File: config.mk
export PLATFORM = sky130hd
export DESIGN_NAME = memory_hole_decode
export DESIGN_NICKNAME = d
export VERILOG_FILES = /design/src/memdec_pkg.sv /design/src/mem_select_decode.sv /design/src/forward_region_match.sv /design/src/memory_hole_decode.sv
export SDC_FILE = /design/constraint.sdc
export NUM_CORES = 1
export LEC_CHECK = 0
export ABC_AREA = 1
export ABC_CLOCK_PERIOD_IN_PS = 13300
export BUFFER_PORTS_ARGS = -buffer_cell sky130_fd_sc_hd__buf_4
export CAP_MARGIN = 30
export CORE_MARGIN = 3
export CORE_UTILIZATION = 35
export CTS_BUF_LIST = sky130_fd_sc_hd__clkbuf_8 sky130_fd_sc_hd__clkbuf_16
export DETAILED_ROUTE_END_ITERATION = 7
export PLACE_DENSITY_LB_ADDON = 0.05
export SYNTH_ARGS = -nofsm -noshare
export SYNTH_HDL_FRONTEND = slang
export SYNTH_SLANG_ARGS = --single-unit
File: constraint.sdc
create_clock -name i_clk -period 13.3 [get_ports i_clk]
set_input_delay 0.665 -clock i_clk [delete_from_list [all_inputs] [get_ports i_clk]]
set_output_delay 0.665 -clock i_clk [all_outputs]
set_load 0.01 [all_outputs]
File: src/memdec_pkg.sv
// Shared constants for the main-memory decode and host window block
package memdec_pkg;
  // ----------------------------------------------------------------
  // Register byte offsets
  // ----------------------------------------------------------------
  localparam logic [7:0] OFS_CTRL = 8'h00;
  localparam logic [7:0] OFS_TOP = 8'h04;
  localparam logic [7:0] OFS_HOLE = 8'h08;
  localparam logic [7:0] OFS_BIOS = 8'h0C;
  localparam logic [7:0] OFS_FWD0 = 8'h10;
  localparam logic [7:0] OFS_FWD1 = 8'h14;
  localparam logic [7:0] OFS_WBASE = 8'h18;
  localparam logic [7:0] OFS_WMASK = 8'h1C;
  localparam logic [7:0] OFS_SYSCTL = 8'h20;
  localparam logic [7:0] OFS_STATUS = 8'h24;
  // ----------------------------------------------------------------
  // Field positions
  // ----------------------------------------------------------------
  localparam int CTL_DEC_EN = 0;
  localparam int CTL_LOW_EN = 1;
  localparam int CTL_MID_EN = 2;
  localparam int CTL_HOLE_EN = 3;
  localparam int CTL_FWD0_EN = 4;
  localparam int CTL_FWD1_EN = 5;
  localparam int WB_WIN_EN = 0;
  localparam int WB_SG = 1;
  localparam int WB_SEL_PATH = 2;
  localparam int TOP_W = 9;
  localparam int SEG_W = 16;
  localparam int MB_LSB = 20;
  // ----------------------------------------------------------------
  // Reset values and fixed address regions
  // ----------------------------------------------------------------
  localparam logic [31:0] RST_ZERO = 32'h0000_0000;
  localparam logic [7:0] RST_SYSCTL = 8'h00;
  localparam logic [31:0] LOW_END = 32'h0008_0000;
  localparam logic [31:0] MID_END = 32'h000A_0000;
  localparam logic [31:0] GFX_END = 32'h000C_0000;
  localparam logic [31:0] BIOS_END = 32'h0010_0000;
  localparam logic [31:0] ONE_MB = 32'h0010_0000;
  localparam logic [2:0] MEM_TOP_BITS = 3'h0;
  // ----------------------------------------------------------------
  // Subtractive claim timing: positive targets answer by slow DEVSEL
  // ----------------------------------------------------------------
  localparam int SUB_WAIT_NS = 16;
  localparam int CLK_NS = 4;
  localparam int SUB_WAIT_CYC = (SUB_WAIT_NS + CLK_NS - 1) / CLK_NS;
  localparam logic [3:0] SUB_CNT_INIT = 4'(SUB_WAIT_CYC);
  typedef enum logic [1:0] {SUB_IDLE, SUB_WAIT, SUB_CLAIM} sub_state_type;
endpackage : memdec_pkg

File: src/mem_select_decode.sv
// Combinational main-memory select decode for one address
`timescale 1ns/1ps
`default_nettype none
module mem_select_decode
  import memdec_pkg::*;
(
  input wire logic [31:0] i_addr, // Address under decode
  input wire logic [31:0] i_ctrl, // Memory decode control
  input wire logic [TOP_W-1:0] i_top, // Top of memory, 2 MB units
  input wire logic [31:0] i_hole, // Hole top/bottom, 64 KB units
  input wire logic [15:0] i_bios, // BIOS segment enables
  output logic o_select // High when main memory is addressed
);
  logic below_top;
  logic region_ok;
  logic in_hole;
  // ----------------------------------------------------------------
  // Top of memory: zero means the first megabyte only
  // ----------------------------------------------------------------
  always_comb begin
    if (i_top == '0) begin
      below_top = (i_addr < ONE_MB);
    end else begin
      below_top = ({2'h0, i_addr[31:21]} < {4'h0, i_top});
    end
  end
  // ----------------------------------------------------------------
  // Fixed regions below 1 MB
  // ----------------------------------------------------------------
  always_comb begin
    if (i_addr < LOW_END) begin
      region_ok = i_ctrl[CTL_LOW_EN];
    end else if (i_addr < MID_END) begin
      region_ok = i_ctrl[CTL_MID_EN];
    end else if (i_addr < GFX_END) begin
      // RULE_08 graphics hole fixed
      region_ok = 1'b0;
    end else if (i_addr < BIOS_END) begin
      // RULE_06 BIOS segment enables
      region_ok = i_bios[i_addr[17:14]];
    end else begin
      region_ok = 1'b1;
    end
  end
  // RULE_05 programmable hole, 64 KB
  assign in_hole = i_ctrl[CTL_HOLE_EN] && (i_addr[31:16] >= i_hole[15:0])
                   && (i_addr[31:16] <= i_hole[31:16]);
  // RULE_09 select outside holes
  // RULE_23 dead while decoder off
  assign o_select = i_ctrl[CTL_DEC_EN] && (i_addr[31:29] == MEM_TOP_BITS)
                    && below_top && region_ok && !in_hole;
endmodule : mem_select_decode
`default_nettype wire

File: src/forward_region_match.sv
// Base/limit match of an expansion address against forwarding regions
`timescale 1ns/1ps
`default_nettype none
module forward_region_match #(
  parameter int NUM = 2 // Number of forwarding regions
) (
  input wire logic [15:0] i_seg, // Address bits 31:16
  input wire logic [NUM*32-1:0] i_regions, // Limit high, base low per region
  input wire logic [NUM-1:0] i_enable, // Region enables
  output logic o_match // Address falls in an enabled region
);
  logic [NUM-1:0] hit;
  // RULE_10 base/limit in 64 KB
  for (genvar g = 0; g < NUM; g++) begin : g_reg
    assign hit[g] = i_enable[g] && (i_seg >= i_regions[g*32 +: 16])
                    && (i_seg <= i_regions[g*32+16 +: 16]);
  end
  assign o_match = |hit;
endmodule : forward_region_match
`default_nettype wire

File: src/memory_hole_decode.sv
// Main-memory decode, hole logic and host window 0 qualification
//
// Summary of operation
// RULE_01 - PCI cycles claimed subtractively only.
// RULE_02 - No main memory in device holes.
// RULE_03 - Positive decode below 512 MB.
// RULE_04 - Top of memory, 2 MB steps, 1-512 MB.
// RULE_05 - One 64 KB hole never selects.
// RULE_06 - BIOS segments follow their enables.
// RULE_07 - Control enables decoder, low regions.
// RULE_08 - A0000-BFFFF never selects.
// RULE_09 - Select outside disabled regions, holes.
// RULE_10 - Forwarding via 64 KB base/limit.
// RULE_11 - Software keeps forwarding, memory disjoint.
// RULE_12 - Forwarded cycles never select.
// RULE_13 - Hole blocks only expansion-to-memory; code blocks PCI-to-memory in the hole too.
// RULE_14 - Path on: window 0 hit equals select.
// RULE_15 - Path on: no select, no hit.
// RULE_16 - Path enable overrides window enable.
// RULE_17 - Scatter/gather bit still applies.
// RULE_18 - Software sizes base and mask to region.
// RULE_19 - Slow DEVSEL whenever path enabled.
// RULE_20 - Software sets bridge slow DEVSEL mode.
// RULE_21 - Window base, mask in 1 MB units.
// RULE_22 - Software zeroes system-control 0, 1, 4, 7:6.
// RULE_23 - No select until decoder enabled.
`timescale 1ns/1ps
`default_nettype none
module memory_hole_decode
  import memdec_pkg::*;
#(
  parameter int NUM_FWD = 2 // Number of forwarding regions
) (
  input wire logic i_clk, // Clock
  input wire logic i_reset, // Async reset
  input wire logic i_psel, // APB select
  input wire logic i_penable, // APB enable
  input wire logic i_pwrite, // APB write
  input wire logic [7:0] i_paddr, // APB byte address
  input wire logic [31:0] i_pwdata, // APB write data
  output logic [31:0] o_prdata, // APB read data
  output logic o_pready, // APB ready
  output logic o_pslverr, // Unmapped offset
  input wire logic i_pci_valid, // PCI address valid
  input wire logic i_pci_start, // PCI cycle start
  input wire logic [31:0] i_pci_addr, // PCI address
  input wire logic i_pci_claimed, // Positive target claimed
  input wire logic i_eisa_valid, // Expansion cycle valid
  input wire logic [31:0] i_eisa_addr, // Expansion address
  output logic o_main_memory_select_n, // Memory select
  output logic o_eisa_forward, // Forwarded to PCI
  output logic o_subtractive_claim, // Subtractive claim
  output logic o_window0_hit, // Window 0 hit
  output logic o_window0_sg, // Window 0 scatter/gather
  output logic o_devsel_slow, // Slow DEVSEL timing
  output logic [7:0] o_system_control // System-control port
);
  // ----------------------------------------------------------------
  // Register storage
  // ----------------------------------------------------------------
  logic [31:0] memory_decode_control_r;
  logic [TOP_W-1:0] memory_top_limit_r;
  logic [31:0] hole_limits_r;
  logic [15:0] bios_region_enables_r;
  logic [NUM_FWD*32-1:0] pci_forward_regions_r;
  logic [31:0] window0_base_r;
  logic [31:0] window0_mask_r;
  logic [7:0] system_control_port_r;
  logic [31:0] prdata_r;
  logic pslverr_r;
  logic wr_en;
  logic rd_setup;
  logic pci_sel;
  logic eisa_sel;
  logic eisa_fwd;
  logic win_hit_nxt;
  logic select_n_r;
  logic forward_r;
  logic hit_r;
  logic sg_r;
  logic claim_r;
  logic [3:0] sub_cnt_r;
  sub_state_type sub_state_r;
  logic [NUM_FWD-1:0] fwd_en;

  // ----------------------------------------------------------------
  // Register decode
  // ----------------------------------------------------------------
  // Valid offset check, shared by read and write paths
  function automatic logic is_mapped(input logic [7:0] a);
    is_mapped = (a == OFS_CTRL) || (a == OFS_TOP) || (a == OFS_HOLE)
                || (a == OFS_BIOS) || (a == OFS_FWD0) || (a == OFS_FWD1)
                || (a == OFS_WBASE) || (a == OFS_WMASK)
                || (a == OFS_SYSCTL) || (a == OFS_STATUS);
  endfunction : is_mapped

  // Writes land on the access phase; reads are latched in setup
  assign wr_en = i_psel && i_penable && i_pwrite;
  assign rd_setup = i_psel && !i_penable;
  assign o_pready = 1'b1;
  assign o_prdata = prdata_r;
  assign o_pslverr = pslverr_r && i_psel && i_penable;

  // RULE_07 control register write
  always_ff @(posedge i_clk or posedge i_reset) begin
    if (i_reset) begin
      memory_decode_control_r <= RST_ZERO;
    end else if (wr_en && i_paddr == OFS_CTRL) begin
      memory_decode_control_r <= i_pwdata;
    end
  end

  // RULE_04 top of memory, 2 MB steps
  always_ff @(posedge i_clk or posedge i_reset) begin
    if (i_reset) begin
      memory_top_limit_r <= '0;
    end else if (wr_en && i_paddr == OFS_TOP) begin
      memory_top_limit_r <= i_pwdata[TOP_W-1:0];
    end
  end

  // RULE_05 hole bottom low, top high
  always_ff @(posedge i_clk or posedge i_reset) begin
    if (i_reset) begin
      hole_limits_r <= RST_ZERO;
    end else if (wr_en && i_paddr == OFS_HOLE) begin
      hole_limits_r <= i_pwdata;
    end
  end

  // RULE_06 BIOS segment enables
  always_ff @(posedge i_clk or posedge i_reset) begin
    if (i_reset) begin
      bios_region_enables_r <= '0;
    end else if (wr_en && i_paddr == OFS_BIOS) begin
      bios_region_enables_r <= i_pwdata[15:0];
    end
  end

  // RULE_10 forwarding region limits
  always_ff @(posedge i_clk or posedge i_reset) begin
    if (i_reset) begin
      pci_forward_regions_r <= '0;
    end else if (wr_en && i_paddr == OFS_FWD0) begin
      pci_forward_regions_r[31:0] <= i_pwdata;
    end else if (wr_en && i_paddr == OFS_FWD1) begin
      pci_forward_regions_r[63:32] <= i_pwdata;
    end
  end

  // RULE_21 window base and mask, 1 MB resolution
  always_ff @(posedge i_clk or posedge i_reset) begin
    if (i_reset) begin
      window0_base_r <= RST_ZERO;
      window0_mask_r <= RST_ZERO;
    end else if (wr_en && i_paddr == OFS_WBASE) begin
      window0_base_r <= {i_pwdata[31:MB_LSB], 17'h0, i_pwdata[2:0]};
    end else if (wr_en && i_paddr == OFS_WMASK) begin
      window0_mask_r <= {i_pwdata[31:MB_LSB], 20'h0};
    end
  end

  // System-control port: stored as written, software keeps fixed bits low
  always_ff @(posedge i_clk or posedge i_reset) begin
    if (i_reset) begin
      system_control_port_r <= RST_SYSCTL;
    end else if (wr_en && i_paddr == OFS_SYSCTL) begin
      system_control_port_r <= i_pwdata[7:0];
    end
  end
  assign o_system_control = system_control_port_r;

  // Read data and error latched in setup so outputs come from flops
  always_ff @(posedge i_clk or posedge i_reset) begin
    if (i_reset) begin
      prdata_r <= RST_ZERO;
      pslverr_r <= 1'b0;
    end else if (rd_setup) begin
      pslverr_r <= !is_mapped(i_paddr);
      unique case (i_paddr)
        OFS_CTRL: prdata_r <= memory_decode_control_r;
        OFS_TOP: prdata_r <= {23'h0, memory_top_limit_r};
        OFS_HOLE: prdata_r <= hole_limits_r;
        OFS_BIOS: prdata_r <= {16'h0, bios_region_enables_r};
        OFS_FWD0: prdata_r <= pci_forward_regions_r[31:0];
        OFS_FWD1: prdata_r <= pci_forward_regions_r[63:32];
        OFS_WBASE: prdata_r <= window0_base_r;
        OFS_WMASK: prdata_r <= window0_mask_r;
        OFS_SYSCTL: prdata_r <= {24'h0, system_control_port_r};
        OFS_STATUS: prdata_r <= {26'h0, sub_state_r, claim_r, hit_r,
                                 forward_r, !select_n_r};
        default: prdata_r <= RST_ZERO;
      endcase
    end
  end

  // ----------------------------------------------------------------
  // Address decoders
  // ----------------------------------------------------------------
  // RULE_03 positive decode, PCI side
  mem_select_decode u_pci_dec (
    .i_addr(i_pci_addr),
    .i_ctrl(memory_decode_control_r),
    .i_top(memory_top_limit_r),
    .i_hole(hole_limits_r),
    .i_bios(bios_region_enables_r),
    .o_select(pci_sel)
  );

  // RULE_03 positive decode, expansion side
  mem_select_decode u_eisa_dec (
    .i_addr(i_eisa_addr),
    .i_ctrl(memory_decode_control_r),
    .i_top(memory_top_limit_r),
    .i_hole(hole_limits_r),
    .i_bios(bios_region_enables_r),
    .o_select(eisa_sel)
  );

  assign fwd_en = memory_decode_control_r[CTL_FWD1_EN:CTL_FWD0_EN];

  forward_region_match #(
    .NUM(NUM_FWD)
  ) u_fwd (
    .i_seg(i_eisa_addr[31:16]),
    .i_regions(pci_forward_regions_r),
    .i_enable(fwd_en),
    .o_match(eisa_fwd)
  );

  // ----------------------------------------------------------------
  // Main-memory select output
  // ----------------------------------------------------------------
  // RULE_12 forwarded cycles not selected
  // RULE_02 holes leave select high
  always_ff @(posedge i_clk or posedge i_reset) begin
    if (i_reset) begin
      select_n_r <= 1'b1;
      forward_r <= 1'b0;
    end else begin
      select_n_r <= !((i_pci_valid && pci_sel)
                      || (i_eisa_valid && eisa_sel && !eisa_fwd));
      forward_r <= i_eisa_valid && eisa_fwd;
    end
  end
  assign o_main_memory_select_n = select_n_r;
  assign o_eisa_forward = forward_r;

  // ----------------------------------------------------------------
  // Host window 0 qualification
  // ----------------------------------------------------------------
  // RULE_16 select path overrides enable
  // RULE_14 hit equals select
  // RULE_15 no select, no hit
  always_comb begin
    if (window0_base_r[WB_SEL_PATH]) begin
      win_hit_nxt = i_pci_valid && pci_sel;
    end else begin
      win_hit_nxt = i_pci_valid && window0_base_r[WB_WIN_EN]
                    && ((i_pci_addr[31:MB_LSB] & ~window0_mask_r[31:MB_LSB])
                        == (window0_base_r[31:MB_LSB]
                            & ~window0_mask_r[31:MB_LSB]));
    end
  end

  // RULE_17 scatter/gather still applies
  always_ff @(posedge i_clk or posedge i_reset) begin
    if (i_reset) begin
      hit_r <= 1'b0;
      sg_r <= 1'b0;
    end else begin
      hit_r <= win_hit_nxt;
      sg_r <= win_hit_nxt && window0_base_r[WB_SG];
    end
  end
  assign o_window0_hit = hit_r;
  assign o_window0_sg = sg_r;
  // RULE_19 slow DEVSEL with select path
  assign o_devsel_slow = window0_base_r[WB_SEL_PATH];

  // ----------------------------------------------------------------
  // Subtractive claim of PCI cycles
  // ----------------------------------------------------------------
  // RULE_01 claim only when unclaimed
  // RULE_13 hole addresses reach expansion bus
  // Waits out the slow DEVSEL slot so no positive target is pre-empted
  always_ff @(posedge i_clk or posedge i_reset) begin
    if (i_reset) begin
      sub_state_r <= SUB_IDLE;
      sub_cnt_r <= '0;
      claim_r <= 1'b0;
    end else begin
      claim_r <= 1'b0;
      unique case (sub_state_r)
        SUB_IDLE: begin
          if (i_pci_start) begin
            sub_state_r <= SUB_WAIT;
            sub_cnt_r <= SUB_CNT_INIT;
          end
        end
        SUB_WAIT: begin
          if (i_pci_claimed || hit_r) begin
            sub_state_r <= SUB_IDLE;
          end else if (sub_cnt_r == 4'h1) begin
            sub_state_r <= SUB_CLAIM;
          end else begin
            sub_cnt_r <= sub_cnt_r - 4'h1;
          end
        end
        SUB_CLAIM: begin
          claim_r <= 1'b1;
          sub_state_r <= SUB_IDLE;
        end
      endcase
    end
  end
  assign o_subtractive_claim = claim_r;
endmodule : memory_hole_decode
`default_nettype wire

# Word level (Yosys, flattened, before mapping)

Cells that the tools add are included.

Flip-flop bits (word level): 232
Logic and storage cells: 152
Output and inout port bits: 48
Input bits: 113

Bitwise logic cells: 5
Eq/ne operators: 17
$lt $le $gt $ge: 20
Add/subtract/negate cells: 1
Multiplexer cells: 25
Reductions and logical operators: 66

Operator list:

| operator                                              | count |
|---|---|
| one-hot mux 32 bit (10 select lines)                  | 1 |
| < comparator 32 x 20 -> 1 bit (second input constant) | 6 |
| >= comparator 16 bit                                  | 4 |
| <= comparator 16 bit                                  | 4 |
| < comparator 32 x 21 -> 1 bit (second input constant) | 2 |
| logical AND 1 bit                                     | 37 |
| == test 8 x 5 -> 1 bit (second input constant)        | 4 |
| bitwise AND 12 bit                                    | 2 |
| < comparator 11 x 9 -> 1 bit                          | 2 |
| == test 8 x 4 -> 1 bit (second input constant)        | 2 |
| == test 8 x 6 -> 1 bit (second input constant)        | 2 |
| two-way mux 1 bit                                     | 14 |
| == test 12 bit                                        | 1 |
| two-way mux 4 bit                                     | 3 |
| NOT 12 bit                                            | 1 |
| logical OR 1 bit                                      | 11 |
| < comparator 4 x 5 -> 1 bit (second input constant)   | 2 |
| zero test 9 bit                                       | 1 |
| binary-select mux 1 bit (select 4 bit)                | 2 |
| == test 8 x 3 -> 1 bit (second input constant)        | 1 |
| zero test 8 bit                                       | 1 |
| one-hot mux 4 bit (2 select lines)                    | 1 |
| zero test 1 bit                                       | 7 |
| zero test 3 bit                                       | 2 |
| 14 further kinds                                      | 21 |

# Logic depth before layout (Yosys ltp)

Word-level depth: 12
Mapped depth: 14
Mapped depth without buffers: 14

# Modules after synthesis

Synthesis repeated with hierarchy kept, for this count alone.

Cells, all modules: 2,071
Area total of the unflattened synthesis: 15,038.2 µm²

Modules (own cells, without submodules):

| module                          | seq. area each (µm²) | cells an instance | instances | area each (µm²) |
|---|---|---|---|---|
| memory_hole_decode              | 5,806.8              | 1,328             | 1         | 10,618.9 |
| forward_region_match            | 0.0                  | 285               | 1         | 1,729.2 |
| mem_select_decode at u_pci_dec  | 0.0                  | 229               | 1         | 1,352.5 |
| mem_select_decode at u_eisa_dec | 0.0                  | 229               | 1         | 1,337.5 |

# Least setup slack after synthesis

OpenSTA, ideal clock, no wires.

Path kind: input -> register
From: in i_pci_addr[31]
To: reg select_n_r (netlist: o_main_memory_select_n)
Stages: 8
Buffers on the path: 0
Slack: 11.437 ns
Setup time: 0.073 ns
Required time: 13.227 ns
Arrival time: 1.790 ns
Cells stage by stage: ha_1 -> nand2_1 -> nor4_1 -> nand2_1 -> nand3_1 -> nand3_1 -> nor2b_1 -> a21oi_1

Word-level cells in the longest chain between the ends: 10
Elaborated cells between the ends (all ways): 23

Ends and longest elaborated chain:

| what                          | line                                             | source |
|---|---|---|
| from (decl)                   | memory_hole_decode.sv:46                         | `input wire logic [31:0] i_pci_addr,` |
| < comparator 32 x 21 -> 1 bit | mem_select_decode.sv:22, mem_select_decode.sv:38 |  |
| two-way mux 1 bit             | mem_select_decode.sv:38                          | `end else if (i_addr < BIOS_END) begin` |
| two-way mux 1 bit             | mem_select_decode.sv:35                          | `end else if (i_addr < GFX_END) begin` |
| two-way mux 1 bit             | mem_select_decode.sv:33                          | `end else if (i_addr < MID_END) begin` |
| two-way mux 1 bit             | mem_select_decode.sv:31                          | `if (i_addr < LOW_END) begin` |
| logical AND 1 bit             | mem_select_decode.sv:51                          | `&& below_top && region_ok && !in_hole;` |
| logical AND 1 bit *           | mem_select_decode.sv:51                          |  |
| logical AND 1 bit *           | memory_hole_decode.sv:241                        | `select_n_r <= !((i_pci_valid && pci_sel)` |
| logical OR 1 bit *            | memory_hole_decode.sv:242                        | `\|\| (i_eisa_valid && eisa_sel && !eisa_fwd));` |
| zero test 1 bit *             | memory_hole_decode.sv:241                        |  |
| to (signal assigned)          | memory_hole_decode.sv:241                        |  |
| to (decl)                     | memory_hole_decode.sv:77                         | `logic select_n_r;` |

Mark *: on every way between the ends. The rest lies on a longest branch, timed or not.
A chain may end at the register's enable or synchronous reset.

# Worst setup path after layout

From: in i_paddr[1]
To: reg memory_decode_control_r[7]

Word-level cells in the longest chain between the ends: 2

Ends and longest elaborated chain:

| what                 | line                      | source |
|---|---|---|
| from (decl)          | memory_hole_decode.sv:39  | `input wire logic [7:0] i_paddr,` |
| zero test 8 bit      | memory_hole_decode.sv:108 | `end else if (wr_en && i_paddr == OFS_CTRL) begin` |
| logical AND 1 bit    | memory_hole_decode.sv:108 |  |
| to (signal assigned) | memory_hole_decode.sv:109 | `memory_decode_control_r <= i_pwdata;` |
| to (decl)            | memory_hole_decode.sv:61  | `logic [31:0] memory_decode_control_r;` |

Every way passes these cells.

==> metrics.csv <==
stage,metric,value,unit
logic_synthesis,yosysSeqAreaShare,41.60,%
sta,rsz0062_at_grt,false,
global_routing,grt_use_total,23.47,%
logic_synthesis,synth_top_flop_cell,dfrtp_1,
sta,fin_crit_sh,22.51,%
worst_setup_path,startpoint_type,input pin,
detailed_routing,route.detailed.drc,0,
pwr,p_leak,7.722,nW
worst_setup_path,cpMostUsedCell,nand2_1,
clock_tree,clk_pin_slew,0.06,ns
global_routing,overflow,0,
worst_setup_path,cp_max_fo,34,
sta,fmax,334.1,MHz
worst_setup_path,end_kind,register,
finish,n_fill_cell,4065,
sta,fin_skew,0.01617,ns
sta,maxSlewViolCount,0,
run_status,outcome,"finished, final reports clean",
logic_synthesis,synthArstFlopShare,100.0,%
global_routing,grt_max_degree,98,
logic_synthesis,avgSynthCellArea,7.841,um2
placed_design,gp_congestion,0.8797,
logic_synthesis,synthSimpleGateAreaFrac,20.79,%
worst_setup_path,arrival,3.42,ns
detailed_routing,drtIter0Drc,916,
clock_tree,post_cts_buffers,0,
finish,layout-area-overhead-vs-synth,17.44,%
floorplanning,die_w,205.7,um
global_routing,grt_pass1_vias,12110,
logic_synthesis,synth_area,13960,um2
sta,finalSetupViolations,0,
pwr,powerDensity,103.6,nW/um2
finish,diodes,0,
clock_tree,cts_tree,done,
finish,fin_nets,2162,
clock_tree,cts.path.max_buffers,3,
global_routing,antenna_found_initial,1,
global_routing,grt_pass1_wl,75380,um
detailed_routing,dr.pass1.iters,5,
worst_setup_path,r2r_start,pci_forward_regions_r[41],
logic_synthesis,synthXorXnorAreaFrac,0.1255,%
logic_synthesis,ys_warn_count,0,
worst_setup_path,slowest_stage,inv_2,
worst_setup_path,rr_endpoint,o_eisa_forward,
sta,fin_crit,2.993,ns
detailed_routing,wl_per_cell,20.20,um
clock_tree,cts_htree_levels,1,
detailed_routing,ant_nets,0,
logic_synthesis,synth_cells,1780,
logic_synthesis,synth.most_common_cell,nand2_1,
hold_path,hold_path_class,in -> async,
clock_tree,cts_sinks,232,
clock_tree,cts_resized,0,
clock_tree,insertion_delay,0.56,ns
sta,tightestPinTransition,0.9394,ns
finish,drive_gt1_share,11.61,%
worst_setup_path,critPathKind,in -> reg,
floorplanning,rows,72,
floorplanning,start_util,35.78,%
logic_synthesis,synth_top_family_by_area,simple AND/OR/NAND/NOR gates,
logic_synthesis,synth_compound_area_share,16.51,%
detailed_routing,via_per_inst,5.114,
pwr,power_switching_share,27.52,%
worst_setup_path,cp_top_family,simple AND/OR/NAND/NOR gates,
pwr,pwr-share-seq,43.4,%
sta,setup_tns,0,ns
floorplanning,io_pins,161,
worst_setup_path,cp.buffers_inverters,3,
logic_synthesis,synth_commonest_cells,"nand2_1 (524), dfrtp_1 (231), o21ai_0 (203), inv_1 (194), ha_1 (149)",
sta,slew_headroom,37.28,%
sta,hold_violations,0,
pwr,p_clk_share,44.3,%
logic_synthesis,ys_top_cells_by_area,"dfrtp_1 (41%), nand2_1 (14%), ha_1 (13%)",
clock_tree,cts_buffers,29,
pwr,combPwrFrac,12.3,%
logic_synthesis,synthAdderAreaFrac,13.36,%
pwr,p_switching,467.3,uW
worst_setup_path,reg2reg_slack,11.24,ns
pwr,p_int,1.231,mW
sta,hold-worst-slack,0.2287,ns
clock_tree,root_buffer,clkbuf_16,
worst_setup_path,worst_r2r_path_depth,10,
pwr,finalPower,1.698,mW
run,drv_cap,0,
logic_synthesis,syn-num-nets,2042,
worst_setup_path,slowest_delay,0.69,ns
logic_synthesis,ys_ff_latch,232,
worst_setup_path,worstPathCellList,"buf_4, nor2_1, nand2_1, nor2_1, nand2_1, inv_2, nand2_2, buf_4, nand2_1, o21ai_0",
floorplanning,die_h,205.7,um
pwr,ir_worst_vdd,0.07748,mV
worst_setup_path,required,13.73,ns
floorplanning,die_area,42310,um2
placed_design,numPortBuffers,131,
logic_synthesis,synth_enable_flop_cells,0,
floorplanning,coreArea,39010,um2
logic_synthesis,synth_top_area_share,41.42,%
logic_synthesis,post_synth_mux_area_share,0.07172,%
logic_synthesis,yosys.area.top_type,dfrtp_1,
detailed_routing,vias,12470,
clock_tree,ctsHoldBuffers,0,
logic_synthesis,synthDistinctLibCells,46,
placed_design,dp_hpwl,36330,um
detailed_routing,finalWirelength,49260,um
-- power groups by stage --
stage	Sequential, mW	Combinational, mW	Clock [mW]
6_report	0.737	0.209	0.752
5_1_grt	0.739	0.242	0.798
4_1_cts	0.737	0.212	0.766
3_5_place_dp	0.749	0.211	0
3_3_place_gp	0.749	0.206	0
2_1_floorplan	0.746	0.124	0
-- flip-flops by register name (all words and copies together), names as in the netlist, 9 cells and up --
name and flops:
bios_region_enables_r 16, hole_limits_r 32, memory_decode_control_r 32, memory_top_limit_r 9, o_prdata 32, pci_forward_regions_r 64, window0_base_r 15, window0_mask_r 12
-- layout make-up --
cell class                 count  area, um2  area share, %
clock buffer                  36      822.0          5.015
timing repair buffer         145       1149          7.008
clock inverter                16      78.83         0.4809
multi-input combinational   1288       7111          43.38
inverter                     204      775.7          4.733
sequential                   232       5807          35.43
tap                          518      648.1          3.954
-- stage by stage --
| stage | std cells | util, % | setup slack, ns | area [um2] |
|---|---|---|---|---|
| global placement | 2384 | 39.50 | 9.708 | 15410 |
| floorplan | 1780 | - | 6.275 | 13960 |
| finish | 2439 | 42.02 | 10.31 | 16390 |
| CTS | 2438 | 41.95 | 10.29 | 16360 |
| detailed placement | 2386 | 39.64 | 9.670 | 15460 |
| global route | 2439 | 42.02 | 10.09 | 16390 |
-- worst max path at each step --
stage | from | cells after the start | slack (ns) | endpoint
final | i_paddr[1] | 10 | 10.31 | memory_decode_control_r[7]
after global routing | i_paddr[1] | 10 | 10.09 | memory_decode_control_r[4]
after CTS | i_paddr[1] | 10 | 10.29 | memory_decode_control_r[7]
after detailed placement | i_paddr[1] | 10 | 9.67 | memory_decode_control_r[7]
after global placement | i_paddr[1] | 10 | 9.71 | memory_decode_control_r[7]
after floorplan | i_reset | 1 | 6.28 | bios_region_enables_r[0]
-- logic make-up (layout without fill, tap and decap cells) --
family / Yosys count / after routing
other: 1 / 1
adders and majority gates: 149 / 149
xor gates and xnor gates: 2 / 2
muxes: 1 / 1
buffers and inverters: 260 / 401
and+or+nand+nor: 705 / 705
AOI/OAI and AO/OA: 430 / 430
DFF: 232 / 232
-- routing by layer --
metal  GRT usage, %  part of all wire [%]  wire, um  up-vias
li1               -                     -         -     6163
met1          34.94                    49     24230     5936
met2          36.53                    44     21440      312
met3          2.848                   5.4      2637       61
met4          5.150                   1.9       958        0
met5              0                     0         0        -
-- cell usage in the layout (no fill, tap or decap), drive strengths merged --
master / n
nor3b: 1
o21a: 8
clkbuf: 36
dfstp: 1
a21o: 1
a221oi: 4
o22ai: 26
nand3b: 1
buf: 145
nand4: 17
a211oi: 4
nor3: 13
o31ai: 1
inv: 209
nor2: 66
nand2: 534
or2: 2
o2111ai: 8
o211ai: 1
o21bai: 7
and3: 2
nor2b: 1
a32o: 1
conb: 1
nand3: 60
a21oi: 112
o221ai: 4
o21ai: 253
xnor2: 2
ha: 149
nor4: 8
dfrtp: 231
clkinv: 11
mux2i: 1
Note: power is estimated with default switching activity, not from simulation.
